--- src/cwd_pkg.sv ---
package cwd_pkg;

  // clock and base tick
  localparam int unsigned CLK_PERIOD_NS = 20;
  localparam int unsigned TICK_US       = 100;
  localparam int unsigned TICK_CYC_DEF  = TICK_US * 1000 / CLK_PERIOD_NS;

  // power-up slot spacing, factory choice
  localparam int unsigned SLOT0_US = 2500;
  localparam int unsigned SLOT1_US = 4900;
  localparam int unsigned SLOT2_US = 9800;
  localparam int unsigned SLOT3_US = 19500;
  localparam logic [15:0] SLOT0_TICKS = 16'(SLOT0_US / TICK_US);
  localparam logic [15:0] SLOT1_TICKS = 16'(SLOT1_US / TICK_US);
  localparam logic [15:0] SLOT2_TICKS = 16'(SLOT2_US / TICK_US);
  localparam logic [15:0] SLOT3_TICKS = 16'(SLOT3_US / TICK_US);

  // reset hold timeout choices
  localparam int unsigned HOLD0_US = 9800;
  localparam int unsigned HOLD1_US = 19500;
  localparam int unsigned HOLD2_US = 29300;
  localparam int unsigned HOLD3_US = 39000;
  localparam logic [15:0] HOLD0_TICKS = 16'(HOLD0_US / TICK_US);
  localparam logic [15:0] HOLD1_TICKS = 16'(HOLD1_US / TICK_US);
  localparam logic [15:0] HOLD2_TICKS = 16'(HOLD2_US / TICK_US);
  localparam logic [15:0] HOLD3_TICKS = 16'(HOLD3_US / TICK_US);

  // watchdog defaults, window bases in ticks
  localparam logic [15:0] CLOSED_BASE_DEF = 16'h0064;
  localparam logic [15:0] OPEN_BASE_DEF   = 16'h0064;
  localparam logic [15:0] FIRST_OPEN_DEF  = 16'h07D0;
  localparam logic [7:0]  LFSR_TAPS_DEF   = 8'hB8;
  localparam logic [7:0]  LFSR_SEED_DEF   = 8'h5A;

  // register port
  localparam int unsigned ADDR_W = 8;
  localparam int unsigned DATA_W = 32;
  localparam logic [7:0] OFS_KEY     = 8'h00;
  localparam logic [7:0] OFS_WDCFG   = 8'h04;
  localparam logic [7:0] OFS_WDSTAT  = 8'h08;
  localparam logic [7:0] OFS_SEQCFG  = 8'h0C;
  localparam logic [7:0] OFS_SEQSTAT = 8'h10;

  // watchdog_divider_config fields
  localparam int unsigned F_RUN    = 0;
  localparam int unsigned F_LOCK   = 1;
  localparam int unsigned F_SIMPLE = 2;
  localparam int unsigned F_CLOSED = 4;
  localparam int unsigned F_OPEN   = 8;
  localparam logic       RST_RUN    = 1'b0;
  localparam logic       RST_LOCK   = 1'b0;
  localparam logic       RST_SIMPLE = 1'b0;
  localparam logic [3:0] RST_CLOSED = 4'h0;
  localparam logic [3:0] RST_OPEN   = 4'h0;

  // status fields
  localparam int unsigned F_VIOL  = 0;
  localparam int unsigned F_COUNT = 8;
  localparam int unsigned F_RSTA  = 16;
  localparam int unsigned F_WDST  = 17;

  // sequencer config fields
  localparam int unsigned F_HOLD = 0;
  localparam int unsigned F_SLOT = 2;
  localparam int unsigned F_MAP  = 8;
  localparam logic [1:0] RST_HOLD = 2'h0;
  localparam logic [5:0] RST_SLOT = 6'h24;
  localparam logic [5:0] RST_MAP  = 6'h3F;

  typedef enum logic [1:0] {WD_IDLE, WD_CLOSED, WD_OPEN} cwd_wd_t;
  typedef enum logic [1:0] {SQ_OFF, SQ_PRIMARY, SQ_SLOTS, SQ_ON} cwd_seq_t;

endpackage

--- src/cwd_top.sv ---
`timescale 1ns/1ns
// What this block does
// - expected response comes from LFSR step
// - key readable anytime without timing effect
// - valid refresh ends open, starts closed
// - reset output assertion restarts watchdog
// - after reset release, long first open window
// - simple mode: any key value refreshes in open window
// - wrong response discarded, wrong-response violation
// - correct open-window response refreshes, advances key
// - correct closed-window response gives early violation
// - open window lapse gives expiry violation
// - violation asserts reset, restart after release
// - violation counter cleared only at power-on
// - watchdog runs when enabled and reset released
// - watchdog config writes except lock bit refused while lock set
// - enable starts primary, then sequencer when good
// - slot spacing is one of four intervals
// - enable low turns everything off
// - reinit event restarts slots when map clear
// - reset held for hold time after regulation
// - two-bit field picks hold timeout
module cwd_top
  import cwd_pkg::*;
#(
  parameter int unsigned TICK_CYC    = TICK_CYC_DEF,
  parameter logic [7:0]  LFSR_TAPS   = LFSR_TAPS_DEF,
  parameter logic [7:0]  LFSR_SEED   = LFSR_SEED_DEF,
  parameter logic [15:0] CLOSED_BASE = CLOSED_BASE_DEF,
  parameter logic [15:0] OPEN_BASE   = OPEN_BASE_DEF,
  parameter logic [15:0] FIRST_OPEN  = FIRST_OPEN_DEF,
  parameter logic [1:0]  SLOT_SEL    = 2'h0
) (
  // clock and reset
  input  logic              core_clk,
  input  logic              rst_n,
  // register port
  input  logic [ADDR_W-1:0] reg_addr,
  input  logic [DATA_W-1:0] reg_wdata,
  input  logic              reg_wr,
  input  logic              reg_rd,
  output logic [DATA_W-1:0] reg_rdata,
  // pins from outside
  input  logic              en_pin,
  input  logic              primary_good_pin,
  input  logic              por_event_pin,
  input  logic [5:0]        mon_fault_pin,
  // output enables
  output logic              primary_en,
  output logic [2:0]        out_en,
  // open-drain reset pin
  output logic              reset_o,
  output logic              reset_oe
);

  localparam int unsigned NSYNC  = 9;
  localparam int unsigned TICK_W = (TICK_CYC > 1) ? $clog2(TICK_CYC) : 1;
  localparam int unsigned WIN_W  = 20;

  generate
    if (TICK_CYC < 2 || CLOSED_BASE == 16'h0000 || OPEN_BASE == 16'h0000
        || FIRST_OPEN == 16'h0000 || LFSR_SEED == 8'h00) begin : g_bad
      $error("cwd_top: tick, window bases and seed must be nonzero");
    end
  endgenerate

  // ---------------- pin synchronisers
  logic [NSYNC-1:0] pin_raw;
  logic [NSYNC-1:0] pin_s;
  assign pin_raw = {mon_fault_pin, por_event_pin, primary_good_pin, en_pin};

  genvar gi;
  generate
    for (gi = 0; gi < NSYNC; gi++) begin : g_sync
      logic [2:0] ff_r;
      logic       st_r;
      always_ff @(posedge core_clk) begin
        if (!rst_n) begin
          ff_r <= 3'h0;
          st_r <= 1'b0;
        end else begin
          ff_r <= {ff_r[1:0], pin_raw[gi]};
          if (ff_r[1] == ff_r[2]) begin
            st_r <= ff_r[2];
          end
        end
      end
      assign pin_s[gi] = st_r;
    end
  endgenerate

  logic       en_s;
  logic       primary_good_s;
  logic       por_event_s;
  logic [5:0] mon_fault_s;
  assign en_s           = pin_s[0];
  assign primary_good_s = pin_s[1];
  assign por_event_s    = pin_s[2];
  assign mon_fault_s    = pin_s[8:3];

  // ---------------- base tick
  logic [TICK_W-1:0] tick_cnt_r;
  logic              tick_r;

  always_ff @(posedge core_clk) begin
    if (!rst_n) begin
      tick_cnt_r <= '0;
      tick_r     <= 1'b0;
    end else if (tick_cnt_r == TICK_W'(TICK_CYC - 1)) begin
      tick_cnt_r <= '0;
      tick_r     <= 1'b1;
    end else begin
      tick_cnt_r <= tick_cnt_r + 1'b1;
      tick_r     <= 1'b0;
    end
  end

  // ---------------- decode
  logic wr_key;
  logic wr_wdcfg;
  logic wr_wdstat;
  logic wr_seqcfg;
  assign wr_key    = reg_wr && (reg_addr == OFS_KEY);
  assign wr_wdcfg  = reg_wr && (reg_addr == OFS_WDCFG);
  assign wr_wdstat = reg_wr && (reg_addr == OFS_WDSTAT);
  assign wr_seqcfg = reg_wr && (reg_addr == OFS_SEQCFG);

  // ---------------- watchdog configuration
  logic       cfg_run_r;
  logic       cfg_lock_r;
  logic       cfg_simple_r;
  logic [3:0] cfg_closed_r;
  logic [3:0] cfg_open_r;

  always_ff @(posedge core_clk) begin
    if (!rst_n) begin
      cfg_run_r    <= RST_RUN;
      cfg_lock_r   <= RST_LOCK;
      cfg_simple_r <= RST_SIMPLE;
      cfg_closed_r <= RST_CLOSED;
      cfg_open_r   <= RST_OPEN;
    end else if (wr_wdcfg) begin
      cfg_lock_r <= reg_wdata[F_LOCK];
      if (!cfg_lock_r) begin
        cfg_run_r    <= reg_wdata[F_RUN];
        cfg_simple_r <= reg_wdata[F_SIMPLE];
        cfg_closed_r <= reg_wdata[F_CLOSED +: 4];
        cfg_open_r   <= reg_wdata[F_OPEN +: 4];
      end
    end
  end

  // ---------------- sequencer configuration
  logic [1:0] hold_sel_r;
  logic [5:0] slot_field_r;
  logic [5:0] map_r;

  always_ff @(posedge core_clk) begin
    if (!rst_n) begin
      hold_sel_r   <= RST_HOLD;
      slot_field_r <= RST_SLOT;
      map_r        <= RST_MAP;
    end else if (wr_seqcfg) begin
      hold_sel_r   <= reg_wdata[F_HOLD +: 2];
      slot_field_r <= reg_wdata[F_SLOT +: 6];
      map_r        <= reg_wdata[F_MAP +: 6];
    end
  end

  // ---------------- challenge key
  logic [7:0] key_r;
  logic [7:0] key_nxt;
  logic       resp_ok;

  // next LFSR state is the answer
  assign key_nxt = {key_r[6:0], ^(key_r & LFSR_TAPS)};
  assign resp_ok = (reg_wdata[7:0] == key_nxt);

  // ---------------- watchdog window machine
  cwd_wd_t          wd_state_r;
  logic [WIN_W-1:0] win_cnt_r;
  logic [WIN_W-1:0] closed_len;
  logic [WIN_W-1:0] open_len;
  logic             rst_asserted_r;
  logic             wd_active;
  logic             refresh;
  logic             viol_wrong;
  logic             viol_early;
  logic             viol_exp;
  logic             any_viol;

  // window lengths scale the base parameters
  assign closed_len = WIN_W'(CLOSED_BASE) * (WIN_W'(cfg_closed_r) + 20'h00001);
  assign open_len   = WIN_W'(OPEN_BASE) * (WIN_W'(cfg_open_r) + 20'h00001);
  assign wd_active  = cfg_run_r && !rst_asserted_r;
  assign any_viol   = viol_wrong || viol_early || viol_exp;

  always_comb begin
    refresh    = 1'b0;
    viol_wrong = 1'b0;
    viol_early = 1'b0;
    viol_exp   = 1'b0;
    if (wr_key && wd_state_r != WD_IDLE) begin
      if (!cfg_simple_r && !resp_ok) begin
        viol_wrong = 1'b1;
      end else if (wd_state_r == WD_CLOSED) begin
        viol_early = 1'b1;
      end else begin
        refresh = 1'b1;
      end
    end else if (wd_state_r == WD_OPEN && tick_r && win_cnt_r == '0) begin
      viol_exp = 1'b1;
    end
  end

  always_ff @(posedge core_clk) begin
    if (!rst_n) begin
      wd_state_r <= WD_IDLE;
      win_cnt_r  <= '0;
    end else if (!wd_active || any_viol) begin
      wd_state_r <= WD_IDLE;
      win_cnt_r  <= '0;
    end else begin
      unique case (wd_state_r)
        WD_IDLE: begin
          wd_state_r <= WD_OPEN;
          win_cnt_r  <= WIN_W'(FIRST_OPEN);
        end
        WD_CLOSED: begin
          if (tick_r) begin
            if (win_cnt_r == '0) begin
              wd_state_r <= WD_OPEN;
              win_cnt_r  <= open_len;
            end else begin
              win_cnt_r <= win_cnt_r - 1'b1;
            end
          end
        end
        WD_OPEN: begin
          if (refresh) begin
            wd_state_r <= WD_CLOSED;
            win_cnt_r  <= closed_len;
          end else if (tick_r) begin
            win_cnt_r <= win_cnt_r - 1'b1;
          end
        end
      endcase
    end
  end

  always_ff @(posedge core_clk) begin
    if (!rst_n) begin
      key_r <= LFSR_SEED;
    end else if (refresh && !cfg_simple_r) begin
      key_r <= key_nxt;
    end
  end

  // ---------------- violation record
  logic [2:0] viol_flags_r;
  logic [7:0] viol_count_r;

  always_ff @(posedge core_clk) begin
    if (!rst_n) begin
      viol_flags_r <= 3'h0;
    end else begin
      viol_flags_r <= (viol_flags_r & ~(wr_wdstat ? reg_wdata[F_VIOL +: 3] : 3'h0))
                      | {viol_early, viol_exp, viol_wrong};
    end
  end

  always_ff @(posedge core_clk) begin
    if (!rst_n) begin
      viol_count_r <= 8'h00;
    end else if (any_viol && viol_count_r != 8'hFF) begin
      viol_count_r <= viol_count_r + 1'b1;
    end
  end

  // ---------------- power-up sequencer
  cwd_seq_t    seq_state_r;
  logic [1:0]  slot_idx_r;
  logic [15:0] slot_cnt_r;
  logic [15:0] slot_len;
  logic        por_event_d_r;
  logic        reinit;

  always_comb begin
    unique case (SLOT_SEL)
      2'h0: slot_len = SLOT0_TICKS;
      2'h1: slot_len = SLOT1_TICKS;
      2'h2: slot_len = SLOT2_TICKS;
      2'h3: slot_len = SLOT3_TICKS;
    endcase
  end

  always_ff @(posedge core_clk) begin
    if (!rst_n) begin
      por_event_d_r <= 1'b0;
    end else begin
      por_event_d_r <= por_event_s;
    end
  end

  assign reinit = por_event_s && !por_event_d_r && (map_r == 6'h00);

  always_ff @(posedge core_clk) begin
    if (!rst_n) begin
      seq_state_r <= SQ_OFF;
      slot_idx_r  <= 2'h0;
      slot_cnt_r  <= 16'h0000;
    end else if (!en_s) begin
      seq_state_r <= SQ_OFF;
      slot_idx_r  <= 2'h0;
      slot_cnt_r  <= 16'h0000;
    end else if (reinit) begin
      seq_state_r <= SQ_PRIMARY;
      slot_idx_r  <= 2'h0;
      slot_cnt_r  <= 16'h0000;
    end else begin
      unique case (seq_state_r)
        SQ_OFF: begin
          seq_state_r <= SQ_PRIMARY;
        end
        SQ_PRIMARY: begin
          if (primary_good_s) begin
            seq_state_r <= SQ_SLOTS;
            slot_idx_r  <= 2'h0;
            slot_cnt_r  <= slot_len;
          end
        end
        SQ_SLOTS: begin
          if (tick_r) begin
            if (slot_cnt_r != 16'h0000) begin
              slot_cnt_r <= slot_cnt_r - 1'b1;
            end else if (slot_idx_r == 2'h3) begin
              seq_state_r <= SQ_ON;
            end else begin
              slot_idx_r <= slot_idx_r + 1'b1;
              slot_cnt_r <= slot_len;
            end
          end
        end
        SQ_ON: begin
          seq_state_r <= SQ_ON;
        end
      endcase
    end
  end

  // ---------------- reset output control
  logic [15:0] hold_cnt_r;
  logic [15:0] hold_len;
  logic        power_ok;

  always_comb begin
    unique case (hold_sel_r)
      2'h0: hold_len = HOLD0_TICKS;
      2'h1: hold_len = HOLD1_TICKS;
      2'h2: hold_len = HOLD2_TICKS;
      2'h3: hold_len = HOLD3_TICKS;
    endcase
  end

  assign power_ok = (seq_state_r == SQ_ON) && primary_good_s && !(|(mon_fault_s & map_r));

  always_ff @(posedge core_clk) begin
    if (!rst_n) begin
      rst_asserted_r <= 1'b1;
      hold_cnt_r     <= HOLD0_TICKS;
    end else if (any_viol || !power_ok) begin
      rst_asserted_r <= 1'b1;
      hold_cnt_r     <= hold_len;
    end else if (rst_asserted_r && tick_r) begin
      if (hold_cnt_r == 16'h0000) begin
        rst_asserted_r <= 1'b0;
      end else begin
        hold_cnt_r <= hold_cnt_r - 1'b1;
      end
    end
  end

  // ---------------- output flops
  always_ff @(posedge core_clk) begin
    if (!rst_n) begin
      primary_en <= 1'b0;
      out_en     <= 3'h0;
      reset_o    <= 1'b0;
      reset_oe   <= 1'b1;
    end else begin
      primary_en <= (seq_state_r != SQ_OFF);
      for (int k = 0; k < 3; k++) begin
        out_en[k] <= (seq_state_r == SQ_ON)
                     || (seq_state_r == SQ_SLOTS && slot_idx_r >= slot_field_r[2*k +: 2]);
      end
      reset_o  <= 1'b0;
      reset_oe <= rst_asserted_r;
    end
  end

  // ---------------- read port
  always_ff @(posedge core_clk) begin
    if (!rst_n) begin
      reg_rdata <= '0;
    end else if (reg_rd) begin
      unique case (reg_addr)
        OFS_KEY:     reg_rdata <= {24'h000000, key_r};
        OFS_WDCFG:   reg_rdata <= {20'h00000, cfg_open_r, cfg_closed_r, 1'b0,
                                   cfg_simple_r, cfg_lock_r, cfg_run_r};
        OFS_WDSTAT:  reg_rdata <= {13'h0000, wd_state_r, rst_asserted_r,
                                   viol_count_r, 5'h00, viol_flags_r};
        OFS_SEQCFG:  reg_rdata <= {18'h00000, map_r, slot_field_r, hold_sel_r};
        OFS_SEQSTAT: reg_rdata <= {26'h0000000, power_ok, seq_state_r == SQ_ON,
                                   primary_en, out_en};
        default:     reg_rdata <= '0;
      endcase
    end else begin
      reg_rdata <= '0;
    end
  end

endmodule

--- config.mk ---
export PLATFORM = sky130hd
export DESIGN_NAME = cwd_top
export DESIGN_NICKNAME = d
export VERILOG_FILES = /design/src/cwd_pkg.sv /design/src/cwd_top.sv
export SDC_FILE = /design/constraint.sdc
export NUM_CORES = 1
export LEC_CHECK = 0
export ABC_AREA = 1
export ABC_CLOCK_PERIOD_IN_PS = 7000
export BUFFER_PORTS_ARGS = -buffer_cell sky130_fd_sc_hd__clkbuf_2
export CORE_MARGIN = 4
export CORE_UTILIZATION = 46
export DETAILED_ROUTE_END_ITERATION = 8
export SYNTH_ARGS = -nofsm -noshare
export SYNTH_HDL_FRONTEND = slang
export SYNTH_SLANG_ARGS = --single-unit
--- constraint.sdc ---
create_clock -name core_clk -period 7 [get_ports core_clk]
set_input_delay 0.7 -clock core_clk [delete_from_list [all_inputs] [get_ports core_clk]]
set_output_delay 0.7 -clock core_clk [all_outputs]
set_load 0.02 [all_outputs]
==> reports/results.txt <==
Io pins -> 91
Synth Area in XOR/XNOR -> 5.97%
Die ar. -> 22800 sq um
CP max-delay cell -> dfxtp_1
# resized after CTS -> 0
Post-synth EDFFs -> 0
CTS sink count -> 178
Hold Path Cell Cnt -> 2
LEAKAGE -> 4.82 nW
R2R cell count -> 15
Post-Syn Instances -> 1296
Initial core utilization -> 47.5%
Largest net degree at the start of global routing -> 48
Status -> complete, no violations
Max_slew headroom -> 39.4%
Post-place setup slack -> 3720 ps
Internal power -> 1.55 mW
Setup TNS -> 0 ps
Sequential fraction of the synthesis area -> 37.9%
Worst Tran Pin Value -> 903 ps
Die X -> 151 microns
Combinational family with the most area after synthesis -> simple AND/OR/NAND/NOR gates
1st-iter DRT viols -> 344
H-tree levels -> 4
Global route total overflow -> 0
Synth Area in Compound Gates -> 12.8%
Endpoints failing setup -> 0
Fillers -> 2007
Crit-path max cell delay -> 490 ps
CP Capture Type -> register
Crit path launch -> cfg_open_r[0]
IO Port Bufs -> 58
Flop pwr share -> 50.1%
Leading cell type in the layout, fill and taps excluded -> nand2_1
FP Rows -> 51
Clk slew on worst S/H paths -> 70 ps
Share of post-route cells with drive strength above 1 -> 10.0%
Area grow syn2layout -> 10.9%
CP max FO -> 6
Post-synthesis adder-cell area fraction -> 6.69%
Routability-driven placement congestion ratio -> 0.879
Drt pass-1 iters -> 4
Antenna Violating Nets Remaining -> 0
CTS buffer count -> 17
Flop2flop setup slack -> 3850 ps
Detail Placement HPWL -> 16800 microns
Post-Synthesis Mean Instance Area -> 7.25 sq um
Mapped Area -> 9390 sq um
Initial antenna violation count -> 0
Postcts setup bufs -> 0
Worst vdd ir -> 179 uV
Family with the most delay on the worst path -> adder cells
Via count -> 8093
Main area contributors after synthesis -> dfxtp_1, nand2_1, inv_1
Setup ws final -> 3850 ps
Synth warn -> 0
Root Buffer Master -> clkbuf_16
Crit Path Class -> register to register
Residual DRC count -> 0
Post-synth top area cell -> dfxtp_1
Hold buffers post-CTS -> 0
CTS Buffer Depth -> 2
CP startpoint kind -> register
Multiplexer share of the synthesized area -> 0%
Nets -> 1447
TritonCTS clock tree -> yes
Number of global-route vias before repair -> 7478
Fin. Hold Viols -> 0
Min-Delay Endpoint -> g_sync[4].ff_r[1]
Placeable Area -> 19800 sq um
Power Density -> 196 nW/um^2
Crit path cell chain -> ha_1 -> xor2_1 -> ha_1 -> ha_1 -> ha_1 -> nand3_1 -> nand3_1 -> a21oi_1 -> or2_2 -> nand2_1 -> nand2_1 -> o21ai_0 -> nand2_1 -> nand2_1 -> a21oi_2
Total power -> 2.04 mW
Net Sw Frac -> 24.1%
Wire length per cell -> 13.9 microns
Hold Crit Start -> g_sync[4].ff_r[0]
Logic pwr share -> 2.7%
RR Startpoint -> cfg_open_r[0]
Net Sw Power -> 0.492 mW
Post-synthesis simple-gate area fraction -> 26.7%
Crit Reg-Reg Endpoint -> win_cnt_r[11]
First-pass GRT wire length -> 37100 microns
Total global-route track usage -> 20.4%
Max-cap viol count -> 0
Commonest non-fill, non-tap cells in the layout -> nand2_1, dfxtp_1, inv_1
Final Core Density -> 52.7%
Netlist cell types -> 51
Post-layout minimum cycle time -> 3150 ps
CP arrival -> 3480 ps
Final wirelength -> 22600 microns
Area fraction of the dominant cell type after synthesis -> 37.9%
Clk Latency, worst-skew pair -> 440 ps
Worst path buffer plus inverter count -> 0
Die Height -> 151 microns
Post-route clock skew -> 13.9 ps
Clk pwr share -> 47.1%
RSZ-0062 raised after global routing -> no
Max Clock Freq -> 0.317 GHz
N_diodes -> 0
Tcrit/Tclk final -> 45.1%
DR vias/cell -> 4.99
Yosys reg bits -> 178
Synth async-reset ratio -> 0%
CP required -> 7330 ps
Dominant synthesized flop cell -> dfxtp_1
HP Class -> register to register
Max Slew Vio Count -> 0
[sequential cells by signal, summed over array words and instances (netlist names), 3 cells and up]
signal and cells:
tick_cnt_r 13, key_r 8, slot_field_r 6, win_cnt_r 20
hold_cnt_r 16, g_sync.st_r 8, out_en 3, cfg_closed_r 4
viol_count_r 8, reg_rdata 19, viol_flags_r 3, cfg_open_r 4
g_sync.ff_r 27, map_r 6, slot_cnt_r 16
[tightest hold or removal path, cell delays in order, from the launching register on]
cell	delay, ps
dfxtp_1	310
nand2_1	40
inv_1	40
[cell usage after synthesis (9+ instances only)]
| library cell | instances |
|---|---|
| ha_1 | 47 |
| nor4_1 | 9 |
| xnor2_1 | 22 |
| o211ai_1 | 15 |
| nor3_1 | 30 |
| nand4_1 | 16 |
| a21oi_2 | 12 |
| nand3_1 | 83 |
| clkbuf_1 | 18 |
| inv_1 | 166 |
| o21ai_0 | 66 |
| o22ai_1 | 11 |
| xor2_1 | 42 |
| buf_4 | 14 |
| nor2_1 | 156 |
| nand2_1 | 257 |
| dfxtp_1 | 178 |
| a21oi_1 | 68 |
[layout make-up]
type | count | area [sq um] | share of cell area, %
multi-input combinational | 911 | 4950 | 47.5
sequential | 178 | 3560 | 34.2
inverter | 174 | 656 | 6.29
clock buffer | 18 | 439 | 4.22
tap | 265 | 332 | 3.18
timing repair buffer | 63 | 328 | 3.15
clock inverter | 13 | 149 | 1.43
[worst max path at each step]
| stage | to | slack (ps) | cells past startpoint |
|---|---|---|---|
| global route | win_cnt_r[11] | 3570 | 15 |
| finish | win_cnt_r[11] | 3850 | 15 |
| detailed placement | reg_rdata[8] | 3720 | 10 |
| global placement | reg_rdata[8] | 3750 | 10 |
| CTS | win_cnt_r[11] | 3820 | 15 |
| floorplan | win_cnt_r[10] | 4210 | 15 |
[power by group through the flow]
stage                     logic (mW)  registers, mW  clock network, mW
after detailed placement      0.0556           1.05                  0
after CTS                     0.0558           1.02              0.987
after global placement        0.0553           1.05                  0
final                         0.0556           1.02              0.963
after floorplan               0.0395           1.05                  0
after global routing          0.0633           1.02               1.02
[per-layer routing]
layer	up-vias	global-route usage [%]	routed length, microns
met3	31	4.07	958
met1	3654	26.8	10800
li1	4262	-	-
met2	146	33.9	10400
met5	-	0	0
met4	0	6.35	408
[per-stage QoR]
step	hold slack, ps	area [sq um]	std cells
5_1_grt	435	10400	1622
3_5_place_dp	397	9830	1591
6_report	414	10400	1622
3_3_place_gp	393	9830	1591
4_1_cts	413	10400	1622
2_1_floorplan	390	9440	1309
[cell families (layout without fill, tap and decap cells)]
group           after synthesis  in the layout
flops                       178            178
compound gates              206            206
buf+inv                     220            268
simple gates                578            578
xor+xnor                     64             64
other cells                   1             14
fa+ha+maj                    49             49
Note: power is estimated with default switching activity, not from simulation.
